## src/core/fan_alarm_pkg.sv

```systemverilog
// shared constants for the fan, diode and supply alarm block
`default_nettype none
package fan_alarm_pkg;
  localparam int num_fans = 4;
  localparam int num_diodes = 2;
  localparam int num_rails = 2;
  localparam int mv_w = 13;
  // ********************************
  // register offsets
  // ********************************
  localparam logic [7:0] status1_addr = 8'h41;
  localparam logic [7:0] status2_addr = 8'h42;
  localparam logic [7:0] cpu_lo_addr = 8'h46;
  localparam logic [7:0] cpu_hi_addr = 8'h47;
  localparam logic [7:0] main_lo_addr = 8'h48;
  localparam logic [7:0] main_hi_addr = 8'h49;
  // ********************************
  // field positions
  // ********************************
  localparam int fan_bit_lo = 2;
  localparam int diode_one_bit = 6;
  localparam int diode_two_bit = 7;
  localparam int cpu_err_bit = 1;
  localparam int main_err_bit = 2;
  localparam int lim_one_bit = 4;
  localparam int lim_two_bit = 6;
  localparam int summary_bit = 7;
  // ********************************
  // reset values and codes
  // ********************************
  localparam logic [7:0] status_rst = 8'h00;
  localparam logic [7:0] low_limit_rst = 8'h00;
  localparam logic [7:0] high_limit_rst = 8'hff;
  localparam logic [7:0] reading_rst = 8'h00;
  localparam logic [7:0] diode_fault_code = 8'h80;
  // ********************************
  // supply scaling, nominal in millivolts
  // ********************************
  localparam logic [31:0] cpu_nom_mv = 32'h0000_08ca;
  localparam logic [31:0] main_nom_mv = 32'h0000_0ce4;
  localparam logic [31:0] nominal_code = 32'h0000_00c0;
  localparam logic [31:0] full_code = 32'h0000_00ff;
endpackage : fan_alarm_pkg
`default_nettype wire

```

## src/core/fan_diode_voltage_alarm_status.sv

```systemverilog
// fan, remote diode and supply alarm status with voltage limits
`timescale 1ns/1ps
`default_nettype none
// Operation
// - fan flag sets when count reading exceeds its 16-bit minimum limit
// - bits 6 and 7 flag open or short on diode one and two
// - second status register ignores host writes
// - host read clears flags whose cause is gone; reset reads zero
// - set flags hold until read or enable cleared
// - diode fault flag survives a read while the fault persists
// - running diode fault loads 80h reading and sets limit error
// - clearing diode enable clears its fault and limit error flags
// - no flag rises while its enable is zero
// - enable cleared while set: flag clears at next reading update
// - readings update only while start is one
// - supply error when reading above high or at or below low limit
// - supply readings scaled so nominal voltage gives C0h
// - cpu rail 2.25 V to C0h, main supply 3.3 V to C0h, clamp FFh
// - voltage limits always writable; low resets 00h, high FFh
// - start at zero: no monitoring and no flags set
// - summary bit 7 of first status shows any second status bit
module fan_diode_voltage_alarm_status (
  input wire logic clk,
  input wire logic rst_n,
  input wire logic ce,
  input wire logic start,
  input wire logic [7:0] reg_addr,
  input wire logic reg_wr,
  input wire logic reg_rd,
  input wire logic [7:0] reg_wdata,
  output logic [7:0] reg_rdata,
  output logic reg_rvalid,
  input wire logic [fan_alarm_pkg::num_fans-1:0][15:0] fan_count,
  input wire logic [fan_alarm_pkg::num_fans-1:0][15:0] fan_min_limit,
  input wire logic [fan_alarm_pkg::num_fans-1:0] fan_count_update,
  input wire logic [fan_alarm_pkg::num_fans-1:0] fan_irq_en,
  input wire logic remote_one_open_short,
  input wire logic remote_two_open_short,
  input wire logic [fan_alarm_pkg::num_diodes-1:0][7:0] remote_temp,
  input wire logic [fan_alarm_pkg::num_diodes-1:0] remote_conv_done,
  input wire logic [fan_alarm_pkg::num_diodes-1:0] remote_limit_hit,
  input wire logic [fan_alarm_pkg::num_diodes-1:0] remote_irq_en,
  input wire logic [fan_alarm_pkg::mv_w-1:0] cpu_rail_mv,
  input wire logic [fan_alarm_pkg::mv_w-1:0] main_supply_mv,
  input wire logic volt_conv_done,
  input wire logic [fan_alarm_pkg::num_rails-1:0] volt_irq_en,
  output logic [7:0] fan_diode_alarm_status,
  output logic [7:0] first_status,
  output logic second_status_summary,
  output logic remote_sensor_one_fault,
  output logic remote_sensor_two_fault,
  output logic remote_one_limit_error,
  output logic remote_two_limit_error,
  output logic [7:0] cpu_rail_reading,
  output logic [7:0] main_supply_reading,
  output logic [7:0] remote_one_reading,
  output logic [7:0] remote_two_reading
);
  import fan_alarm_pkg::*;

  logic rd1;
  logic rd2;
  logic [num_fans-1:0] fan_upd;
  logic [num_fans-1:0] fan_slow;
  logic [num_fans-1:0] fan_flag;
  logic [num_diodes-1:0] fault_meta_r;
  logic [num_diodes-1:0] fault_r;
  logic [num_diodes-1:0] dio_upd;
  logic [num_diodes-1:0] dio_fault;
  logic [num_diodes-1:0] dio_lim;
  logic [num_diodes-1:0] lim_hit_r;
  logic [num_diodes-1:0] lim_new;
  logic [num_diodes-1:0] lim_now;
  logic [num_diodes-1:0][7:0] dio_read_r;
  logic [num_rails-1:0][7:0] volt_lo_r;
  logic [num_rails-1:0][7:0] volt_hi_r;
  logic [num_rails-1:0][7:0] volt_read_r;
  logic [num_rails-1:0][7:0] volt_nxt;
  logic [num_rails-1:0] volt_bad_new;
  logic [num_rails-1:0] volt_bad_now;
  logic [num_rails-1:0] volt_flag;
  logic volt_upd;
  logic summary_r;
  logic [7:0] status2_v;
  logic [7:0] status1_v;
  logic [7:0] rdata_r;
  logic rvalid_r;

  // ********************************
  // supply scaling
  // ********************************
  function automatic logic [7:0] scale_mv(input logic [mv_w-1:0] mv,
                                          input logic [31:0] nom);
    logic [31:0] q;
    q = (({19'h0_0000, mv} * nominal_code) + (nom >> 1)) / nom;
    scale_mv = (q > full_code) ? full_code[7:0] : q[7:0];
  endfunction : scale_mv

  assign volt_nxt[0] = scale_mv(cpu_rail_mv, cpu_nom_mv);
  assign volt_nxt[1] = scale_mv(main_supply_mv, main_nom_mv);

  // ********************************
  // register access decode
  // ********************************
  assign rd1 = reg_rd && (reg_addr == status1_addr);
  assign rd2 = reg_rd && (reg_addr == status2_addr);

  always_ff @(posedge clk or negedge rst_n) begin
    if (!rst_n) begin
      volt_lo_r <= {num_rails{low_limit_rst}};
      volt_hi_r <= {num_rails{high_limit_rst}};
    end else if (ce && reg_wr) begin
      // no lock gating here on purpose
      if (reg_addr == cpu_lo_addr) begin
        volt_lo_r[0] <= reg_wdata;
      end
      if (reg_addr == cpu_hi_addr) begin
        volt_hi_r[0] <= reg_wdata;
      end
      if (reg_addr == main_lo_addr) begin
        volt_lo_r[1] <= reg_wdata;
      end
      if (reg_addr == main_hi_addr) begin
        volt_hi_r[1] <= reg_wdata;
      end
    end
  end

  always_ff @(posedge clk or negedge rst_n) begin
    if (!rst_n) begin
      rdata_r <= 8'h00;
      rvalid_r <= 1'b0;
    end else if (ce) begin
      rvalid_r <= reg_rd;
      if (reg_rd) begin
        case (reg_addr)
          status1_addr: rdata_r <= status1_v;
          status2_addr: rdata_r <= status2_v;
          cpu_lo_addr: rdata_r <= volt_lo_r[0];
          cpu_hi_addr: rdata_r <= volt_hi_r[0];
          main_lo_addr: rdata_r <= volt_lo_r[1];
          main_hi_addr: rdata_r <= volt_hi_r[1];
          default: rdata_r <= 8'h00;
        endcase
      end
    end
  end

  // ********************************
  // fan speed flags
  // ********************************
  for (genvar i = 0; i < num_fans; i++) begin : g_fan
    assign fan_upd[i] = start && fan_count_update[i];
    assign fan_slow[i] = fan_count[i] > fan_min_limit[i];
    sticky_alarm_flag u_flag (
      .clk(clk),
      .rst_n(rst_n),
      .ce(ce),
      .update(fan_upd[i]),
      .en(fan_irq_en[i]),
      .cond_new(fan_slow[i]),
      .cond_now(fan_slow[i]),
      .rd_clr(rd2),
      .flag(fan_flag[i])
    );

  end

  // ********************************
  // remote diode faults and readings
  // ********************************
  always_ff @(posedge clk or negedge rst_n) begin
    if (!rst_n) begin
      fault_meta_r <= '0;
      fault_r <= '0;
    end else if (ce) begin
      fault_meta_r <= {remote_two_open_short, remote_one_open_short};
      fault_r <= fault_meta_r;
    end
  end

  always_ff @(posedge clk or negedge rst_n) begin
    if (!rst_n) begin
      dio_read_r <= {num_diodes{reading_rst}};
      lim_hit_r <= '0;
    end else if (ce) begin
      for (int k = 0; k < num_diodes; k++) begin
        if (dio_upd[k]) begin
          dio_read_r[k] <= fault_r[k] ? diode_fault_code
                                      : remote_temp[k];
          lim_hit_r[k] <= remote_limit_hit[k];
        end
      end
    end
  end

  for (genvar d = 0; d < num_diodes; d++) begin : g_dio
    assign dio_upd[d] = start && remote_conv_done[d];
    // forced fault code counts as a limit violation
    assign lim_new[d] = fault_r[d] || remote_limit_hit[d];
    assign lim_now[d] = fault_r[d] || lim_hit_r[d];
    sticky_alarm_flag u_fault (
      .clk(clk),
      .rst_n(rst_n),
      .ce(ce),
      .update(dio_upd[d]),
      .en(remote_irq_en[d]),
      .cond_new(fault_r[d]),
      .cond_now(fault_r[d]),
      .rd_clr(rd2),
      .flag(dio_fault[d])
    );
    sticky_alarm_flag u_lim (
      .clk(clk),
      .rst_n(rst_n),
      .ce(ce),
      .update(dio_upd[d]),
      .en(remote_irq_en[d]),
      .cond_new(lim_new[d]),
      .cond_now(lim_now[d]),
      .rd_clr(rd1),
      .flag(dio_lim[d])
    );

  end

  // ********************************
  // supply readings and errors
  // ********************************
  assign volt_upd = start && volt_conv_done;

  always_ff @(posedge clk or negedge rst_n) begin
    if (!rst_n) begin
      volt_read_r <= {num_rails{reading_rst}};
    end else if (ce && volt_upd) begin
      volt_read_r <= volt_nxt;
    end
  end

  for (genvar r = 0; r < num_rails; r++) begin : g_rail
    assign volt_bad_new[r] = (volt_nxt[r] > volt_hi_r[r]) ||
                             (volt_nxt[r] <= volt_lo_r[r]);
    assign volt_bad_now[r] = (volt_read_r[r] > volt_hi_r[r]) ||
                             (volt_read_r[r] <= volt_lo_r[r]);
    sticky_alarm_flag u_volt (
      .clk(clk),
      .rst_n(rst_n),
      .ce(ce),
      .update(volt_upd),
      .en(volt_irq_en[r]),
      .cond_new(volt_bad_new[r]),
      .cond_now(volt_bad_now[r]),
      .rd_clr(rd1),
      .flag(volt_flag[r])
    );

  end

  // ********************************
  // status assembly and summary
  // ********************************
  always_comb begin
    status2_v = status_rst;
    status2_v[fan_bit_lo +: num_fans] = fan_flag;
    status2_v[diode_one_bit] = dio_fault[0];
    status2_v[diode_two_bit] = dio_fault[1];
  end

  always_comb begin
    status1_v = status_rst;
    status1_v[cpu_err_bit] = volt_flag[0];
    status1_v[main_err_bit] = volt_flag[1];
    status1_v[lim_one_bit] = dio_lim[0];
    status1_v[lim_two_bit] = dio_lim[1];
    status1_v[summary_bit] = summary_r;
  end

  always_ff @(posedge clk or negedge rst_n) begin
    if (!rst_n) begin
      summary_r <= 1'b0;
    end else if (ce) begin
      summary_r <= |status2_v;
    end
  end

  // ********************************
  // outputs
  // ********************************
  assign reg_rdata = rdata_r;
  assign reg_rvalid = rvalid_r;
  assign fan_diode_alarm_status = status2_v;
  assign first_status = status1_v;
  assign second_status_summary = summary_r;
  assign remote_sensor_one_fault = dio_fault[0];
  assign remote_sensor_two_fault = dio_fault[1];
  assign remote_one_limit_error = dio_lim[0];
  assign remote_two_limit_error = dio_lim[1];
  assign cpu_rail_reading = volt_read_r[0];
  assign main_supply_reading = volt_read_r[1];
  assign remote_one_reading = dio_read_r[0];
  assign remote_two_reading = dio_read_r[1];
endmodule : fan_diode_voltage_alarm_status
`default_nettype wire

```

## src/core/sticky_alarm_flag.sv

```systemverilog
// one sticky alarm flag with enable, update and read clear
`timescale 1ns/1ps
`default_nettype none
module sticky_alarm_flag (
  input wire logic clk,
  input wire logic rst_n,
  input wire logic ce,
  input wire logic update,
  input wire logic en,
  input wire logic cond_new,
  input wire logic cond_now,
  input wire logic rd_clr,
  output logic flag
);
  import fan_alarm_pkg::*;

  // set beats both clears; disabled flag drops at next update
  always_ff @(posedge clk or negedge rst_n) begin
    if (!rst_n) begin
      flag <= 1'b0;
    end else if (ce) begin
      if (update && en && cond_new) begin
        flag <= 1'b1;
      end else if (update && !en) begin
        flag <= 1'b0;
      end else if (rd_clr && !cond_now) begin
        flag <= 1'b0;
      end
    end
  end
endmodule : sticky_alarm_flag
`default_nettype wire

```

## config.mk

```make
export PLATFORM = sky130hd
export DESIGN_NAME = fan_diode_voltage_alarm_status
export DESIGN_NICKNAME = d
export VERILOG_FILES = /design/src/core/fan_alarm_pkg.sv /design/src/core/fan_diode_voltage_alarm_status.sv /design/src/core/sticky_alarm_flag.sv
export SDC_FILE = /design/constraint.sdc
export NUM_CORES = 1
export LEC_CHECK = 0
export BUFFER_PORTS_ARGS = -buffer_cell sky130_fd_sc_hd__buf_4
export CORE_MARGIN = 1
export CORE_UTILIZATION = 45
export DETAILED_ROUTE_END_ITERATION = 6
export PLACE_DENSITY = 0.63
export SLEW_MARGIN = 20
export SYNTH_ARGS = -nofsm -noshare
export SYNTH_HDL_FRONTEND = slang
export SYNTH_HIERARCHICAL = 1
export SYNTH_SLANG_ARGS = --single-unit
```

## constraint.sdc

```tcl
create_clock -name clk -period 3.5 [get_ports clk]
set_input_delay 0.175 -clock clk [delete_from_list [all_inputs] [get_ports clk]]
set_output_delay 0.175 -clock clk [all_outputs]
set_load 0.03 [all_outputs]
```

# Yosys cells after proc, flatten, opt, wreduce, memory -nomap -nowiden
# Cells that the tools add are included.
[totals]
ff_bits = 90
latchBits = 0
ram_bits = 0
rom_bits = 0
out_inout_bits = 62
word_cells = 187
memories = 0
[op_classes]
add_sub_neg = 2
mul = 2
n_div = 2
order_cmp = 14
n_eq_ne = 6
shifts = 0
muxes = 35
bitwise = 0
n_reduce_logical = 101
[ops]
columns = ["cell", "count"]
rows = [
  ["32-bit by 12-bit divider with 32-bit output, second input constant", 2],
  ["16-bit > comparator", 4],
  ["32-bit by 8-bit > comparator with 1-bit output, second input constant", 2],
  ["8-bit by 7-bit == test with 1-bit output, second input constant", 6],
  ["8-bit one-hot mux with 6 select lines", 1],
  ["1-bit logical AND", 47],
  ["21-bit by 11-bit adder with 22-bit output, second input constant", 2],
  ["2-bit AND reduction", 17],
  ["8-bit > comparator", 4],
  ["8-bit less-or-equal comparator", 4],
  ["8-bit two-way mux", 4],
  ["13-bit by 2-bit multiplier with 15-bit output, second input constant", 2],
  ["1-bit two-way mux", 30],
  ["3-bit nonzero test", 10],
  ["1-bit logical NOT", 18],
  ["1-bit logical OR", 8],
  ["6-bit OR reduction", 1],
]

# Logic depth before layout (Yosys ltp)
# Gate-level depths: netlist of run 1.
[depth]
depth_word = 10
ltp_mapped = 73
ltp_nobuf = 66

# Cells and area by module
# Netlist of run 1, hierarchy kept.
[modules_own_cells]
columns = ["module", "n_inst", "cells_each", "area_per_inst_um2", "seq_area_each_um2"]
rows = [
  ["fan_diode_voltage_alarm_status", 1, 2553, 18670.4, 2021.9],
  ["sticky_alarm_flag", 10, 7, 61.3, 25.0],
]

# Worst setup path after synthesis of run 1
# Ideal clock, no wire load.
[synth_path]
kind = "input-to-reg"
from = "in cpu_rail_mv[0] (netlist name)"
to = "reg g_rail[0].u_volt.flag"
setup_ns = 0.121
arrival_ns = 13.276
t_required_ns = 3.379
slack_ns = -9.897
cell_stages = 62
path_buffers = 2
cell_sequence = "ha_1 fa_1 a211o_1 a211oi_1 o32a_1 nand3_1 or3_1 a211o_1 o211a_1 clkbuf_1 a31oi_1 nand3_1 a311oi_1 o21bai_1 a21oi_1 a32o_1 o211ai_2 a211oi_1 [... 26 more ...] a21oi_1 a41oi_1 nand2_1 a311oi_1 o2111ai_1 nand2_1 ha_1 nor2b_1 o21a_1 o21ai_0 nand2b_1 a21oi_1 o21ai_0 o21ai_0 o311ai_0 nand3_1 o21ai_1 a22o_1"
[synth_via]
elab_chain_cells = 10
elab_cells_between_ends = 12
classes_between = "add/sub (1); mul (1); div (1); order compare (3); mux (2); reduce/logical (4)"
[synth_rtl]
columns = ["item", "line_no", "text"]
rows = [
  ["start: declaration", "fan_diode_voltage_alarm_status.sv:43", "input wire logic [fan_alarm_pkg::mv_w-1:0] cpu_rail_mv,"],
  ["13-bit by 2-bit multiplier with 15-bit output (*)", "fan_diode_voltage_alarm_status.sv:95", "q = (({19'h0_0000, mv} * nominal_code) + (nom >> 1)) / nom;"],
  ["21-bit by 11-bit adder with 22-bit output (*)", "fan_diode_voltage_alarm_status.sv:95", ""],
  ["32-bit by 12-bit divider with 32-bit output (*)", "fan_diode_voltage_alarm_status.sv:95", ""],
  ["32-bit by 8-bit > comparator with 1-bit output", "fan_diode_voltage_alarm_status.sv:96", "scale_mv = (q > full_code) ? full_code[7:0] : q[7:0];"],
  ["8-bit two-way mux (*)", "fan_diode_voltage_alarm_status.sv:96", ""],
  ["8-bit > comparator / 8-bit less-or-equal comparator (equally long branches)", "fan_diode_voltage_alarm_status.sv:241, fan_diode_voltage_alarm_status.sv:242", ""],
  ["1-bit logical OR (*)", "fan_diode_voltage_alarm_status.sv:241", "assign volt_bad_new[r] = (volt_nxt[r] > volt_hi_r[r]) ||"],
  ["net volt_bad_new[0]", "fan_diode_voltage_alarm_status.sv:79", "logic [num_rails-1:0] volt_bad_new;"],
  ["1-bit logical AND (*)", "sticky_alarm_flag.sv:22", "if (update && en && cond_new) begin"],
  ["3-bit nonzero test (no line)", "n/a", ""],
  ["2-bit AND reduction (no line)", "n/a", ""],
  ["end signal: assignment", "sticky_alarm_flag.sv:23", "flag <= 1'b1;"],
  ["end signal: assignment", "sticky_alarm_flag.sv:25", "flag <= 1'b0;"],
  ["end signal: assignment", "sticky_alarm_flag.sv:27", "flag <= 1'b0;"],
  ["end: declaration", "sticky_alarm_flag.sv:13", "output logic flag"],
]
# The timed path passes the listed nets; every way through them passes the cells marked *.
# A chain may end at the register's enable or synchronous reset.

# Worst setup path after layout of run 1
[layout_path]
from = "in cpu_rail_mv[1] (netlist name)"
to = "reg g_rail[0].u_volt.flag"
# Same word-level chain as after synthesis.

==> results.tsv, run 1 <==
metric	value	unit
ios	273	
synth_common_cells	nand2_1 (199), nor2_1 (191), ha_1 (175)	
cts_sinks	90	
ant_nets	0	
synth-main-ff-cell	dfrtp_1	
gr-usage-met1	41.25	%
gr-usage-met2	66.52	%
max_cap_violations	0	
max_clock_freq	0.07864	GHz
cpMaxStageDelayCell	nor4_1	
dp_hpwl	66.87	mm
grt_start_max_net_pins	77	
drcViolationCount	0	
hold_violations	20	
ys_async_sr_fraction	100.0	%
yosysTopAreaCellShare	11.35	%
drive_gt1_share	49.52	%
r2r_start	volt_hi_r[1]$_DFFE_PN1P_	
status	finished, violations left	
die_w	209.0	µm
insertion_delay	360	ps
worstSetupEndpointType	flop	
holdWs	-31.68	ps
relSlewSlack	31.86	%
clock_skew	10.29	ps
yosys.cell_count.top_type	nand2_1	
critPathMaxFanout	5	
syn_area	0.01928	mm²
gp_congestion	1.002	
syn_inst	2623	
port_buffers	267	
drt_pass1_iterations	6	
rsz0062_at_grt	true	
crit_required	3740	ps
synth_area_per_cell	7.352	µm²
wl	88.33	mm
setup_viol	18	
setup_ws	-9216	ps
worst-setup-path-type	primary input to flop	
fin_nets	4323	
ff2ff_path_depth	13	
finalCritPeriodShare	363.3	%
path_common_cell	buf_4	
grt.total_usage	36.45	%
use_met3	4.313	%
htree_levels	3	
num_rows	75	
finalCriticalPeriod	12720	ps
regToRegEndpoint	g_rail[0].u_volt/flag$_DFFE_PN0P_	
via_count	27200	
clkSlewWorstSetupHoldPaths	70	ps
yosysWarnings	6	
final_util	80.16	%
busiest_layer	met2	
synth-edff-count	0	
yosysTopAreaCell	ha_1	
clockRootBuffer	clkbuf_16	
nFillCells	2841	
start_util	45.77	%
cts_buffers	9	
start_kind	primary input	
clockBufferDepth	2	
hold_class	primary input to async pin	
finalMaxSlewViolations	0	
ys_ff_latch	90	
layout-area-overhead-vs-synth	75.15	%
crit_path_max_incr_delay	470	ps
viasPerCell	6.069	
rrSetupSlack	860	ps
coreArea	0.04213	mm²
grt_pass1_vias	26500	
crit_arrival	12960	ps
synth.area.top_cells	ha_1 (11%), dfrtp_1 (9.6%), o21ai_0 (4.4%)	
die_y	209.0	µm
die-area	0.04368	mm²
grt_pass1_wl	131.8	mm
grt_overflow_total	0	
synthDistinctLibCells	126	
tritoncts	built	
ys_seq_area_share	11.78	%
wl_per_cell	19.71	µm
drtIter0Drc	1912	
antenna_found_initial	5	
violations	hold timing, setup timing	
worst_pin_slew	1022	ps
-- worst max path at each step --
stage,endpoint,slack [ps],depth (start not counted),start
final,g_rail[0].u_volt/flag$_DFFE_PN0P_,-9220,74,cpu_rail_mv[1]
after global routing,g_rail[0].u_volt/flag$_DFFE_PN0P_,-9710,73,cpu_rail_mv[1]
after CTS,g_rail[0].u_volt/flag$_DFFE_PN0P_,-8610,69,cpu_rail_mv[1]
after detailed placement,g_rail[0].u_volt/flag$_DFFE_PN0P_,-9600,69,cpu_rail_mv[1]
after global placement,g_rail[0].u_volt/flag$_DFFE_PN0P_,-9280,66,cpu_rail_mv[1]
after floorplan,g_rail[1].u_volt/flag$_DFFE_PN0P_,-9110,57,main_supply_mv[0]
-- cells in the final DEF (no fill, tap or decap), drive strengths merged, types with 45 or more instances in the layout --
cell type	count
o211ai	45
nor2	191
o21ai	202
o21a	51
a21oi	173
xnor2	81
nor2b	48
nand2	199
nor3	79
nand2b	65
mux2	47
ha	175
a21o	48
nand3	110
dfrtp	74
buf	1383
inv	149
a31oi	49
-- cell type report --
class,count,area [µm²],area share (%)
Timing Repair Buffer,1383,10790,31.95
Multi-Input combinational cell,2302,19120,56.61
Tap cell,539,674.4,1.997
Inverter,149,580.6,1.719
Antenna cell,3,7.507,0.02223
Clock inverter,5,86.33,0.2556
Clock buffer,11,242.7,0.7187
Sequential cell,90,2272,6.727
-- stage by stage --
stage	hold slack [ps]	instance area, µm²	instances	TNS, ps	setup slack [ps]
3_5_place_dp	382.1	29580	4276	-104880	-9597
6_report	-31.68	33770	4482	-98640	-9216
4_1_cts	10.69	32190	4396	-90680	-8610
2_1_floorplan	-120.6	20400	2627	-97150	-9114
5_1_grt	51.20	33770	4482	-104890	-9715
3_3_place_gp	362.8	29580	4276	-101900	-9283
-- worst max-delay path: cells and delay by family --
family / cells / cell delay (ps)
simple gates: 22 / 3430
mux: 3 / 600
fa+ha+maj: 6 / 1290
xor+xnor: 2 / 310
compound gates: 30 / 5430
buf+inv: 11 / 1710
-- per-layer routing --
layer / routed length, µm / part of all wire, % / vias up
met5: 18 / 0.020 / -
li1: - / - / 12700
met2: 43180 / 49 / 1223
met3: 5341 / 6.0 / 401
met1: 33710 / 38 / 12880
met4: 6073 / 6.9 / 4
-- registers in the layout, summed over array words and instances (netlist names) --
| signal | count |
|---|---|
| volt_hi_r | 16 |
| reg_rdata | 8 |
| main_supply_reading | 8 |
| volt_lo_r | 16 |
| remote_one_reading | 8 |
| fault_meta_r | 2 |
| g_dio.u_fault/flag | 2 |
| cpu_rail_reading | 8 |
| fault_r | 2 |
| g_fan.u_flag/flag | 4 |
| g_dio.u_lim/flag | 2 |
| reg_rvalid | 1 |
| lim_hit_r | 2 |
| g_rail.u_volt/flag | 2 |
| second_status_summary | 1 |
| remote_two_reading | 8 |
-- cell families after synthesis --
family,count (synthesis),synth area share [%]
AND/OR/NAND/NOR,968,26.58
AO/OA/AOI/OAI,944,34.54
buffers and inverters,235,4.944
adder cells (fa/ha/maj),177,11.56
XOR/XNOR,121,5.645
flip-flops,90,11.78
multiplexers,87,4.925
other,1,0.01945
-- timing repair --
item	4_1_cts	5_1_grt
hold endpoints to repair	0	0
cloned	0	0
endpoints found under the setup margin	18	18
hold buffers	0	0
pin swaps	144	100
buffers inserted	110	89
gates resized for setup	305	189
Power of run 1 is left out: the tool's default activity adds up to more than one toggle a clock period on the data nets, which glitch-free logic cannot reach.
==> run 2, diff against run 1 <==
- CORE_UTILIZATION: 45 -> 35
- CTS_BUF_LIST: default -> sky130_fd_sc_hd__clkbuf_4
- PLACE_DENSITY: 0.63 -> 0.51
==> results.tsv, run 2 (synthesized netlist as in run 1, its figures left out) <==
metric	value	unit	change
finalCritPeriodShare	355.2	%	-8.1 points
holdWs	130.8	ps	+162.5 ps
start_kind	primary input		
r2r_start	volt_hi_r[1]$_DFFE_PN1P_		
layout-area-overhead-vs-synth	74.71	%	
drt_pass1_iterations	5		-1
clock_skew	29.39	ps	+19.10 ps
largest_registers	volt_hi_r (16), volt_lo_r (16)		
start_util	35.62	%	-10 points
port_buffers	267		unchanged
nFillCells	4792		+69%
finalNonFillerCells	4654		+3.8%
relSlewSlack	36.11	%	+4.3 points
worstSetupEndpointType	flop		
worst_pin_slew	958.4	ps	-63.81 ps
grt_start_max_net_pins	73		-5.2%
htree_levels	3		unchanged
finalMaxSlewViolations	0		unchanged
dp_hpwl	69.44	mm	+3.8%
multi_input_area	0.01883	mm²	-1.5%
drtIter0Drc	1550		-19%
worstHoldStart	ce		
clockRootBuffer	clkbuf_4		
rsz0062_at_grt	true		
crit_arrival	12820	ps	-140 ps
insertion_delay	500	ps	+140 ps
die_w	236.7	µm	+13%
hold_class	primary input to flop		
top_layer	met5		
wl	85.12	mm	-3.6%
ant_nets	0		unchanged
cts_buffers	9		unchanged
violations	setup timing		
regToRegEndpoint	g_rail[0].u_volt/flag$_DFFE_PN0P_		
via_count	25870		-4.9%
mostFrequentLayoutCell	buf_4		
dp.cells	4436		+3.7%
tritoncts	built		
clkSlewWorstSetupHoldPaths	150	ps	+80 ps
cts_sinks	90		unchanged
setup_ws	-8931	ps	+284.8 ps
critPathMaxFanout	6		+1
cpMaxStageDelayCell	or4_4		
drcViolationCount	0		unchanged
status	finished, violations left		
final_util	62.24	%	-18 points
ff2ff_path_depth	13		unchanged
holdPathStages	3		
wl_per_cell	18.29	µm	-7.2%
grt_overflow_total	0		unchanged
seqCellArea	0.002272	mm²	unchanged
finalCriticalPeriod	12430	ps	-284.8 ps
die-area	0.05604	mm²	+28%
final_cell_mix	buf_4 (1290), nand2_1 (180), nor2_1 (171)		
num_rows	85		+13%
crit_path_max_incr_delay	590	ps	+120 ps
grt.total_usage	28.95	%	-7.5 points
max_clock_freq	0.08044	GHz	+2.3%
ios	273		unchanged
min_to	second_status_summary$_DFFE_PN0P_		
viasPerCell	5.559		-8.4%
fin_nets	4340		+0.39%
setup_viol	18		unchanged
wl_met3	3.406	mm	-36%
rrSetupSlack	920	ps	+60 ps
clockBufferDepth	2		unchanged
grt_pass1_vias	25670		-3.1%
hold_violations	0		-100%
drive_gt1_share	47.71	%	-1.8 points
die_y	236.7	µm	+13%
coreArea	0.05413	mm²	+28%
grt_pass1_wl	133.4	mm	+1.2%
worst-setup-path-type	primary input to flop		
dr_wl_met2	42.43	mm	-1.7%
gp_congestion	0.9468		-5.5%
max_cap_violations	0		unchanged
crit_required	3890	ps	+150 ps
antenna_found_initial	3		-2
path_common_cell	buf_4		
wl_met1	36.82	mm	+9.2%
## run 2: cell count changes in the layout (fill, tap and decap cells not counted), moves of 6 or more
cell,change
dlygate4sd3_1,+37
buf_6,-29
clkbuf_16,-9
clkbuf_4,+9
a21oi_2,-6
nor3_1,+6
nor3_2,-6
xnor2_2,-6
## run 2: per-stage QoR
| step | instance area (µm²) | setup slack, ps | TNS (ps) |
|---|---|---|---|
| after floorplan | 20400 | -9114 | -97150 |
| after global placement | 29830 | -9616 | -105940 |
| after detailed placement | 29830 | -9796 | -107910 |
| after CTS | 32550 | -8577 | -89760 |
| after global routing | 33690 | -9388 | -98310 |
| final | 33690 | -8931 | -93140 |
## run 2: layout make-up
class | count | share of cell area, %
tap | 696 | 2.585
clock buffer | 9 | 0.2005
inverter | 149 | 1.697
sequential | 90 | 6.744
clock inverter | 7 | 0.3008
antenna | 1 | 0.007427
timing repair buffer | 1400 | 32.57
multi-input combinational | 2302 | 55.89
## run 2: worst max-delay path: cells and delay by family
kind            cells  cell delay (ps)
compound gates     27             5580
fa+ha+maj           4              860
simple gates       18             3450
mux                 1              310
xor+xnor            4              670
buf+inv            13             1760
## run 2: repair_timing
item / CTS / global route
pin swaps: 167 / 133
hold buffers: 37 / 0
endpoints found under the hold margin: 117 / 0
buffers inserted: 111 / 66
endpoints found under the setup margin: 18 / 18
gates resized for setup: 279 / 128
## run 2: how the worst max path moves through the flow
| stage | from | to | slack (ps) | depth (start not counted) |
|---|---|---|---|---|
| 3_3_place_gp | cpu_rail_mv[0] | g_rail[0].u_volt/flag$_DFFE_PN0P_ | -9620 | 65 |
| 2_1_floorplan | main_supply_mv[0] | g_rail[1].u_volt/flag$_DFFE_PN0P_ | -9110 | 57 |
| 5_1_grt | cpu_rail_mv[1] | g_rail[0].u_volt/flag$_DFFE_PN0P_ | -9390 | 73 |
| 3_5_place_dp | cpu_rail_mv[0] | g_rail[0].u_volt/flag$_DFFE_PN0P_ | -9800 | 65 |
| 6_report | cpu_rail_mv[0] | g_rail[0].u_volt/flag$_DFFE_PN0P_ | -8930 | 67 |
| 4_1_cts | cpu_rail_mv[1] | g_rail[0].u_volt/flag$_DFFE_PN0P_ | -8580 | 62 |
## run 2: per-layer routing
metal / track usage (%) / up-vias
met2: 53.30 / 675
met5: 0 / -
li1: - / 12730
met1: 35.58 / 12320
met4: 8.225 / 4
met3: 2.530 / 141
Power of run 2 is left out for the same reason.
